File: config.mk
export PLATFORM = sky130hd
export DESIGN_NAME = ecab_top
export DESIGN_NICKNAME = d
export VERILOG_FILES = /design/src/logic/ecab_pkg.sv /design/src/logic/ecab_decode.sv /design/src/logic/ecab_top.sv
export SDC_FILE = /design/constraint.sdc
export NUM_CORES = 1
export LEC_CHECK = 0
export ABC_AREA = 1
export BUFFER_PORTS_ARGS = -buffer_cell sky130_fd_sc_hd__buf_2
export CAP_MARGIN = 20
export CORE_MARGIN = 2
export CORE_UTILIZATION = 51
export DETAILED_ROUTE_END_ITERATION = 12
export PLACE_DENSITY_LB_ADDON = 0.15
export SLEW_MARGIN = 20
export SYNTH_ARGS = -nofsm -noshare
export SYNTH_HDL_FRONTEND = slang
export SYNTH_HIERARCHICAL = 1
export SYNTH_SLANG_ARGS = --single-unit
File: constraint.sdc
create_clock -name clk_i -period 5.7 [get_ports clk_i]
set_input_delay 0 -clock clk_i [delete_from_list [all_inputs] [get_ports clk_i]]
set_output_delay 0 -clock clk_i [all_outputs]
set_load 0.02 [all_outputs]
File: src/logic/ecab_pkg.sv
// constants, types and state layout of the array board decode block
// assumes a single 100 MHz clock domain and word addressing on the system bus
package ecab_pkg;

    // ------------------------------------------------------------
    // system bus and array geometry
    // ------------------------------------------------------------
    localparam int ADDR_W     = 20;  // word address width
    localparam int BASE_W     = 8;   // base setting width
    localparam int BASE_SHIFT = 12;  // 4 K words = 8 KB per base step
    localparam int BANK_SHIFT = 15;  // 32 K words = 64 KB per bank
    localparam int BANK_N     = 4;   // banks on a full board
    localparam int WORD_W     = 22;  // stored word: data plus check
    localparam int DATA_W     = 16;  // data bits seen on the bus

    // ------------------------------------------------------------
    // register map, byte offsets on the avalon slave
    // ------------------------------------------------------------
    localparam logic [3:0] OFS_CTRL   = 4'h0;
    localparam logic [3:0] OFS_STATUS = 4'h4;
    localparam logic [3:0] OFS_MASK   = 4'h8;
    localparam int CTRL_SIZE_HI_BIT   = 8;
    localparam int CTRL_SIZE_LO_BIT   = 9;
    localparam int CTRL_IORST_BIT     = 16;
    localparam int ST_CORR_BIT        = 0;
    localparam int ST_UNC_BIT         = 1;
    localparam logic [7:0] BASE_RST   = 8'h00;
    localparam logic       SIZE_RST   = 1'b0;  // both jumpers off: 256 KB
    localparam logic [1:0] MASK_RST   = 2'h0;

    // ------------------------------------------------------------
    // types
    // ------------------------------------------------------------
    typedef enum logic [1:0] {
        BUS_IDLE = 2'b01,
        BUS_ACK  = 2'b10
    } ecab_bus_st_t;

    typedef struct packed {
        logic       hit;
        logic [3:0] bank_en;
        logic       row_even;
        logic       row_odd;
    } ecab_dec_t;

    typedef struct packed {
        ecab_bus_st_t bus_st;
        logic         waitreq;
        logic [31:0]  readdata;
        logic [7:0]   base;
        logic         size_hi;
        logic         size_lo;
        logic [1:0]   status;
        logic [1:0]   mask;
        logic         irq;
        logic         led_corr;
        logic         led_unc;
        ecab_dec_t    dec;
        logic [31:0]  rd_data;
    } ecab_state_t;

endpackage

File: src/logic/ecab_decode.sv
// address window, bank and row decode of the array board
// assumes word addresses and a base aligned to 4 K words
`timescale 1ns/1ps
module ecab_decode (
    // bus request
    input  wire logic [ecab_pkg::ADDR_W-1:0] addr_i,
    input  wire logic                        rd_i,
    // board setting
    input  wire logic [ecab_pkg::BASE_W-1:0] base_i,
    input  wire logic                        size_hi_i,
    input  wire logic                        size_lo_i,
    // decode result
    output ecab_pkg::ecab_dec_t              dec_o
);
    logic [ecab_pkg::ADDR_W-1:0] start;
    logic [ecab_pkg::ADDR_W-1:0] offset;
    logic [2:0]                  banks;
    logic [17:0]                 limit;
    logic                        hit;
    logic [1:0]                  idx;
    logic [3:0]                  en;

    // window from base up to base plus capacity minus one
    assign start  = {base_i, 12'h000};
    assign offset = addr_i - start;
    assign banks  = ({size_hi_i, size_lo_i} == 2'h0) ? 3'h4 : {1'b0, size_hi_i, size_lo_i};
    assign limit  = {banks, 15'h0000};
    assign hit    = (addr_i >= start) && ({2'h0, offset} < {4'h0, limit});
    assign idx    = offset[ecab_pkg::BANK_SHIFT+1:ecab_pkg::BANK_SHIFT];

    // one enable per bank
    genvar b;
    generate
        for (b = 0; b < ecab_pkg::BANK_N; b++) begin : g_bank
            assign en[b] = hit && (idx == 2'(b));
        end
    endgenerate

    // double word read uses both rows, a write only its own row
    assign dec_o = '{hit      : hit,
                     bank_en  : en,
                     row_even : hit && (rd_i || !addr_i[0]),
                     row_odd  : hit && (rd_i || addr_i[0])};
endmodule

File: src/logic/ecab_top.sv
// array board decode: window decode, row and bank enables, error flags,
// avalon register slave with one wait state and a level interrupt
// assumes one clock, synchronous inputs, error pulses from the controller board
//
// Design decisions made here: the Avalon-MM slave port and the address map.
`timescale 1ns/1ps
module ecab_top (
    // clock and reset
    input  wire logic                         clk_i,
    input  wire logic                         reset_n_i,
    input  wire logic                         ce_i,
    // avalon register slave
    input  wire logic [3:0]                   avs_address_i,
    input  wire logic                         avs_read_i,
    input  wire logic                         avs_write_i,
    input  wire logic [31:0]                  avs_writedata_i,
    input  wire logic [3:0]                   avs_byteenable_i,
    output logic [31:0]                       avs_readdata_o,
    output logic                              avs_waitrequest_o,
    // system bus address side
    input  wire logic [ecab_pkg::ADDR_W-1:0]  sys_addr_i,
    input  wire logic                         sys_req_i,
    input  wire logic                         sys_rd_i,
    // array words and controller error reports
    input  wire logic [ecab_pkg::WORD_W-1:0]  arr_word_even_i,
    input  wire logic [ecab_pkg::WORD_W-1:0]  arr_word_odd_i,
    input  wire logic                         ctl_corr_err_i,
    input  wire logic                         ctl_unc_err_i,
    // board outputs
    output logic                              sel_o,
    output logic [3:0]                        bank_en_o,
    output logic                              row_even_en_o,
    output logic                              row_odd_en_o,
    output logic [31:0]                       rd_data_o,
    output logic                              led_corr_o,
    output logic                              led_unc_o,
    output logic                              irq_o
);
    // ------------------------------------------------------------
    // state and decode
    // ------------------------------------------------------------
    ecab_pkg::ecab_state_t s_r;
    ecab_pkg::ecab_state_t s_nxt;
    ecab_pkg::ecab_dec_t   dec;
    logic                  acc;
    logic                  wr_ctrl;
    logic                  wr_status;
    logic                  wr_mask;
    logic                  iorst;
    logic [1:0]            events;
    logic [1:0]            w1c;

    ecab_decode u_decode (
        .addr_i    (sys_addr_i),
        .rd_i      (sys_rd_i),
        .base_i    (s_r.base),
        .size_hi_i (s_r.size_hi),
        .size_lo_i (s_r.size_lo),
        .dec_o     (dec)
    );

    // register writes commit in the cycle waitrequest is low
    assign acc       = (s_r.bus_st == ecab_pkg::BUS_ACK) && (avs_read_i || avs_write_i);
    assign wr_ctrl   = acc && avs_write_i && (avs_address_i == ecab_pkg::OFS_CTRL);
    assign wr_status = acc && avs_write_i && (avs_address_i == ecab_pkg::OFS_STATUS) && avs_byteenable_i[0];
    assign wr_mask   = acc && avs_write_i && (avs_address_i == ecab_pkg::OFS_MASK) && avs_byteenable_i[0];
    assign iorst     = wr_ctrl && avs_byteenable_i[2] && avs_writedata_i[ecab_pkg::CTRL_IORST_BIT];
    assign events    = {ctl_unc_err_i, ctl_corr_err_i};
    assign w1c       = wr_status ? avs_writedata_i[1:0] : 2'h0;

    // ------------------------------------------------------------
    // next state
    // ------------------------------------------------------------
    always_comb begin
        s_nxt = s_r;
        if (ce_i) begin
            // bus slave: one wait state, then answer
            case (s_r.bus_st)
                ecab_pkg::BUS_IDLE: begin
                    if (avs_read_i || avs_write_i) begin
                        s_nxt.bus_st   = ecab_pkg::BUS_ACK;
                        s_nxt.waitreq  = 1'b0;
                        s_nxt.readdata = 32'h0000_0000;
                        case (avs_address_i)
                            ecab_pkg::OFS_CTRL: begin
                                s_nxt.readdata[7:0] = s_r.base;
                                s_nxt.readdata[ecab_pkg::CTRL_SIZE_HI_BIT] = s_r.size_hi;
                                s_nxt.readdata[ecab_pkg::CTRL_SIZE_LO_BIT] = s_r.size_lo;
                            end
                            ecab_pkg::OFS_STATUS: s_nxt.readdata[1:0] = s_r.status;
                            ecab_pkg::OFS_MASK:   s_nxt.readdata[1:0] = s_r.mask;
                            default:              s_nxt.readdata = 32'h0000_0000;
                        endcase
                    end
                end
                ecab_pkg::BUS_ACK: begin
                    s_nxt.bus_st  = ecab_pkg::BUS_IDLE;
                    s_nxt.waitreq = 1'b1;
                end
                default: begin
                    s_nxt.bus_st  = ecab_pkg::BUS_IDLE;
                    s_nxt.waitreq = 1'b1;
                end
            endcase
            // control register fields
            if (wr_ctrl && avs_byteenable_i[0]) begin
                s_nxt.base = avs_writedata_i[7:0];
            end
            if (wr_ctrl && avs_byteenable_i[1]) begin
                s_nxt.size_hi = avs_writedata_i[ecab_pkg::CTRL_SIZE_HI_BIT];
                s_nxt.size_lo = avs_writedata_i[ecab_pkg::CTRL_SIZE_LO_BIT];
            end
            if (wr_mask) begin
                s_nxt.mask = avs_writedata_i[1:0];
            end
            // sticky status, set wins over write-one-to-clear
            s_nxt.status = (s_r.status & ~w1c) | events;
            s_nxt.irq    = |(s_nxt.status & s_nxt.mask);
            // indicators: two flags, cleared only by reset or I/O reset
            s_nxt.led_corr = (s_r.led_corr && !iorst) || ctl_corr_err_i;
            s_nxt.led_unc  = (s_r.led_unc && !iorst) || ctl_unc_err_i;
            // board select and enables for this bus cycle
            s_nxt.dec = sys_req_i ? dec : '0;
            // only the 16 data bits of each word reach the bus
            if (sys_req_i && sys_rd_i && dec.hit) begin
                s_nxt.rd_data = {arr_word_odd_i[ecab_pkg::DATA_W-1:0],
                                 arr_word_even_i[ecab_pkg::DATA_W-1:0]};
            end
        end
    end

    // ------------------------------------------------------------
    // state register
    // ------------------------------------------------------------
    always_ff @(posedge clk_i or negedge reset_n_i) begin
        if (!reset_n_i) begin
            s_r         <= '0;
            s_r.bus_st  <= ecab_pkg::BUS_IDLE;
            s_r.waitreq <= 1'b1;
            s_r.base    <= ecab_pkg::BASE_RST;
            s_r.size_hi <= ecab_pkg::SIZE_RST;
            s_r.size_lo <= ecab_pkg::SIZE_RST;
            s_r.mask    <= ecab_pkg::MASK_RST;
        end else begin
            s_r <= s_nxt;
        end
    end

    // outputs straight from the state register
    assign avs_readdata_o    = s_r.readdata;
    assign avs_waitrequest_o = s_r.waitreq;
    assign sel_o             = s_r.dec.hit;
    assign bank_en_o         = s_r.dec.bank_en;
    assign row_even_en_o     = s_r.dec.row_even;
    assign row_odd_en_o      = s_r.dec.row_odd;
    assign rd_data_o         = s_r.rd_data;
    assign led_corr_o        = s_r.led_corr;
    assign led_unc_o         = s_r.led_unc;
    assign irq_o             = s_r.irq;

    // ------------------------------------------------------------
    // checks
    // ------------------------------------------------------------
    AST_LED_CORR_SET: assert property (@(posedge clk_i) disable iff (!reset_n_i)
        ce_i && ctl_corr_err_i |=> led_corr_o)
        else $error("correctable flag not set by error");
    AST_LED_HOLD: assert property (@(posedge clk_i) disable iff (!reset_n_i)
        led_corr_o && !(ce_i && iorst) |=> led_corr_o)
        else $error("correctable flag dropped without I/O reset");
    AST_FLAGS_APART: assert property (@(posedge clk_i) disable iff (!reset_n_i)
        ce_i && ctl_corr_err_i && !ctl_unc_err_i && !led_unc_o |=> !led_unc_o)
        else $error("corrected error set the uncorrectable flag");
    AST_LED_UNC_SET: assert property (@(posedge clk_i) disable iff (!reset_n_i)
        ce_i && iorst |=> led_unc_o == $past(ctl_unc_err_i))
        else $error("uncorrectable flag wrong after I/O reset");
    AST_BASE_MISS: assert property (@(posedge clk_i) disable iff (!reset_n_i)
        ce_i && sys_req_i && (sys_addr_i[19:12] < s_r.base) |=> !sel_o)
        else $error("select below base");
    AST_BASE_ORDER: assert property (@(posedge clk_i) disable iff (!reset_n_i)
        ce_i && sys_req_i && (sys_addr_i == {s_r.base, 12'h000}) |=> sel_o && bank_en_o[0])
        else $error("base word not selected in bank 0");
    AST_SIZE_64K: assert property (@(posedge clk_i) disable iff (!reset_n_i)
        ce_i && sys_req_i && !s_r.size_hi && s_r.size_lo && (s_r.base < 8'hf8)
        && (sys_addr_i == {s_r.base, 12'h000} + 20'h08000) |=> !sel_o)
        else $error("64 KB board answered past its end");
    AST_BANK_ONEHOT: assert property (@(posedge clk_i) disable iff (!reset_n_i)
        sel_o |-> $onehot(bank_en_o))
        else $error("bank enables not one-hot");
    AST_WRITE_ROW: assert property (@(posedge clk_i) disable iff (!reset_n_i)
        ce_i && sys_req_i && !sys_rd_i && dec.hit |=> row_even_en_o != row_odd_en_o)
        else $error("write enabled both rows");
    AST_READ_ROWS: assert property (@(posedge clk_i) disable iff (!reset_n_i)
        ce_i && sys_req_i && sys_rd_i && dec.hit |=> row_even_en_o && row_odd_en_o)
        else $error("double word read missed a row");
    AST_DATA_ONLY: assert property (@(posedge clk_i) disable iff (!reset_n_i)
        ce_i && sys_req_i && sys_rd_i && dec.hit
        |=> rd_data_o == {$past(arr_word_odd_i[15:0]), $past(arr_word_even_i[15:0])})
        else $error("read data not the data bits");
    AST_ONE_WAIT: assert property (@(posedge clk_i) disable iff (!reset_n_i)
        ce_i && avs_read_i && avs_waitrequest_o |=> !avs_waitrequest_o)
        else $error("slave did not answer after one wait state");
endmodule

==> reports/qor.txt <==
Status: complete, no violations
Max cap viols: 0
Clk sink count: 68
Commonest cells after routing, fill and taps aside: buf_2 (131), nand2_1 (119), dfrtp_1 (67), dlygate4sd3_1 (56), nand3_1 (39)
Routability congestion estimate: 0.799
Crit. path cell count: 12
Commonest non-fill, non-tap cell in the layout: buf_2
Die footprint: 8850 µm²
Fin crit period: 3.55 ns
Avg Cell Area, Syn: 9.24 µm²
Synth area leader: dfrtp_1
Initial cell density of the core: 53.0%
#FFs+latches synth: 68
Synthesized area: 4140 µm²
Final setup fails: 0
Worst-Skew Late Latency: 0.34 ns
Fillers: 670
Share of post-route cells with drive strength above 1: 34.8%
Slowest stage cell on the critical path: nand4_4
Fin crit share: 62.2%
Crit path launch type: flip-flop
Hold_ws: 0.0144 ns
Top_reg_cell synth: dfrtp_1
Nets: 710
Iteration-0 DRC Markers: 107
Fin. Hold Viols: 0
Via density per instance: 4.71
Yosys top cell area share: 40.5%
Die Y: 94.1 µm
Antenna Cells: 0
Actual slew at the worst max-slew pin: 0.866 ns
Net Sw Frac: 32.9%
Yosys cell types: 33
Clk pwr share: 26.5%
Finished Core Util: 65.8%
Crit path required time: 5.91 ns
Final Slew Violations: 0
P_int: 0.972 mW
CP max stage delay: 0.64 ns
CTS clk-pin slew, worst paths: 0.07 ns
Top area cells in the synthesized netlist: dfrtp_1 (40%), buf_4 (13%), mux2_4 (11%)
Hold Crit Depth: 4
H-tree Lvls: 3
Achievable Freq: 0.282 GHz
GRT Total Usage: 20.7%
Die X: 94.1 µm
Worst slack, placed: 2.16 ns
VDD IR max: 0.000158 V
Area Overhead vs Synth: 24.1%
Number of global-route vias before repair: 3,221
1st-pass router iterations: 4
Synth warn: 6
CP cell instances: inv_1, ha_1, nand2_1, a21oi_1, nor2_1, xnor2_1, ha_1, a21oi_1, nand3_4, nor2_2, nand4_4, mux2_4
Max clock buf depth: 2
Area of the multi-input gates: 1760 µm²
Largest net degree at the start of global routing: 69
Unrepaired setup endpoints after global routing: false
Remaining global-route overflow: 0
Depth of the most critical reg-to-reg path: 12
Critical path fanouts, max: 32
Via Count: 3,268
Slew HR: 42.2%
Non-Filler Instances: 694
FP Rows: 32
Total Routed Length: 8.73 mm
Psw: 0.475 mW
Core ar.: 7810 µm²
TNS Setup: 0 ns
Final ANT Viol Nets: 0
Hold Crit Class: primary input to flip-flop
FFs w/ async S/R, synth: 100%
Crit path arrival time: 3.76 ns
IO buf count: 131
Placed insts: 622
Initial antenna violation count: 0
Seq/Total Area, Yosys: 41.1%
Setup Skew: 0.0127 ns
Post-synth EDFFs: 0
Final WS setup: 2.15 ns
Power Density: 282 nW/µm²
Reg area: 1700 µm²
DR WL/cell: 12.6 µm
CTS Root Cell: clkbuf_8
Top Ports: 188
Design Area, Final: 5140 µm²
First-pass GRT wire length: 14.5 mm
CTS tree: yes
CP endpoint kind: flip-flop
WS Path Type: flip-flop to flip-flop
Setup bufs post-CTS: 0
Combinational share of power: 31.3%
Synthesized netlist cell count: 448
Placed wire-length estimate after detailed placement: 5.96 mm
Design Power: 1.45 mW
Leak: 2.89 nW
CP delay by family, top: simple AND/OR/NAND/NOR gates
Reg power frac: 42.2%
# DRC: 0
CTS Buf Count: 9
Post-DP Area: 4380 µm²
Buffers plus inverters on the worst setup path: 1
==> flip-flops by register name, indices dropped and copies added, names as in the netlist, 4 cells and up <==
signal	flops
rd_data_o	32
s_r	16
avs_readdata_o	10
bank_en_o	4
==> repair_timing <==
action,4_1_cts,5_1_grt
hold buffers,56,0
gates resized for setup,0,0
hold endpoints to repair,121,0
==> cells by family (layout without fill, tap and decap cells) <==
kind of cell	after synthesis	count (layout)	synth area share (%)
AND/OR/NAND/NOR	204	204	23.6
buffers and inverters	116	239	18.3
flip-flops	68	68	41.1
multiplexers	32	32	11.4
AO/OA/AOI/OAI	14	14	1.81
adder cells (fa/ha/maj)	10	10	3.02
XOR/XNOR	3	3	0.635
other	1	22	0.0906
==> cells in the mapped netlist, types with 3 or more instances <==
cell / n
mux2_4: 30
nor2_1: 21
a21oi_1: 7
nand3_1: 39
inv_2: 4
dfrtp_1: 67
buf_6: 7
o21ai_0: 4
buf_4: 71
inv_1: 31
nand2_2: 5
nand3_4: 3
nand2_1: 119
nor3_2: 6
ha_1: 10
==> cell type report <==
cell class / instances / share of cell area (%)
clock inverter: 6 / 1.27
timing repair buffer: 188 / 23.8
tap: 102 / 2.48
clock buffer: 10 / 2.48
inverter: 35 / 2.56
sequential: 68 / 33.1
multi-input combinational: 285 / 34.2
==> per-layer routing <==
metal	vias to the layer above	GRT usage, %	wire length [µm]	share of wire, %
li1	1623	-	-	-
met1	1508	27.0	3950	45
met2	117	33.6	4100	47
met3	20	4.17	494	5.7
met4	0	8.57	193	2.2
met5	-	0	0	0
==> worst reg2reg max path, delay by kind of cell (launching register included) <==
kind                       cells  cell delay (ns)
and+or+nand+nor                5             1.19
adders and majority gates      2             0.70
muxes                          1             0.58
DFF                            1             0.40
AOI/OAI and AO/OA              2             0.38
xor gates and xnor gates       1             0.13
buffers and inverters          1             0.06
==> worst paths after layout <==
check	startpoint	end	slack, ns
worst max-delay path	s_r[52]$_DFFE_PN0P_	rd_data_o[0]$_DFFE_PN0P_	2.15
max in group asynchronous	reset_n_i	bank_en_o[3]$_DFFE_PN0P_	4.73
worst min-delay path	avs_byteenable_i[2]	led_unc_o$_DFFE_PN0P_	0.01
min in group asynchronous	reset_n_i	s_r[54]$_DFFE_PN0P_	0.39
worst max register to register	s_r[52]$_DFFE_PN0P_	rd_data_o[0]$_DFFE_PN0P_	2.15
worst min register to register	bank_en_o[0]$_DFFE_PN0P_	bank_en_o[0]$_DFFE_PN0P_	0.48
==> power groups by stage <==
stage	logic (mW)	clock network, mW	registers [mW]
2_1_floorplan	0.404	0	0.612
6_report	0.453	0.384	0.610
5_1_grt	0.490	0.421	0.622
4_1_cts	0.455	0.396	0.610
3_3_place_gp	0.422	0	0.614
3_5_place_dp	0.428	0	0.617
No activity file was read; power rests on OpenSTA's default activity.
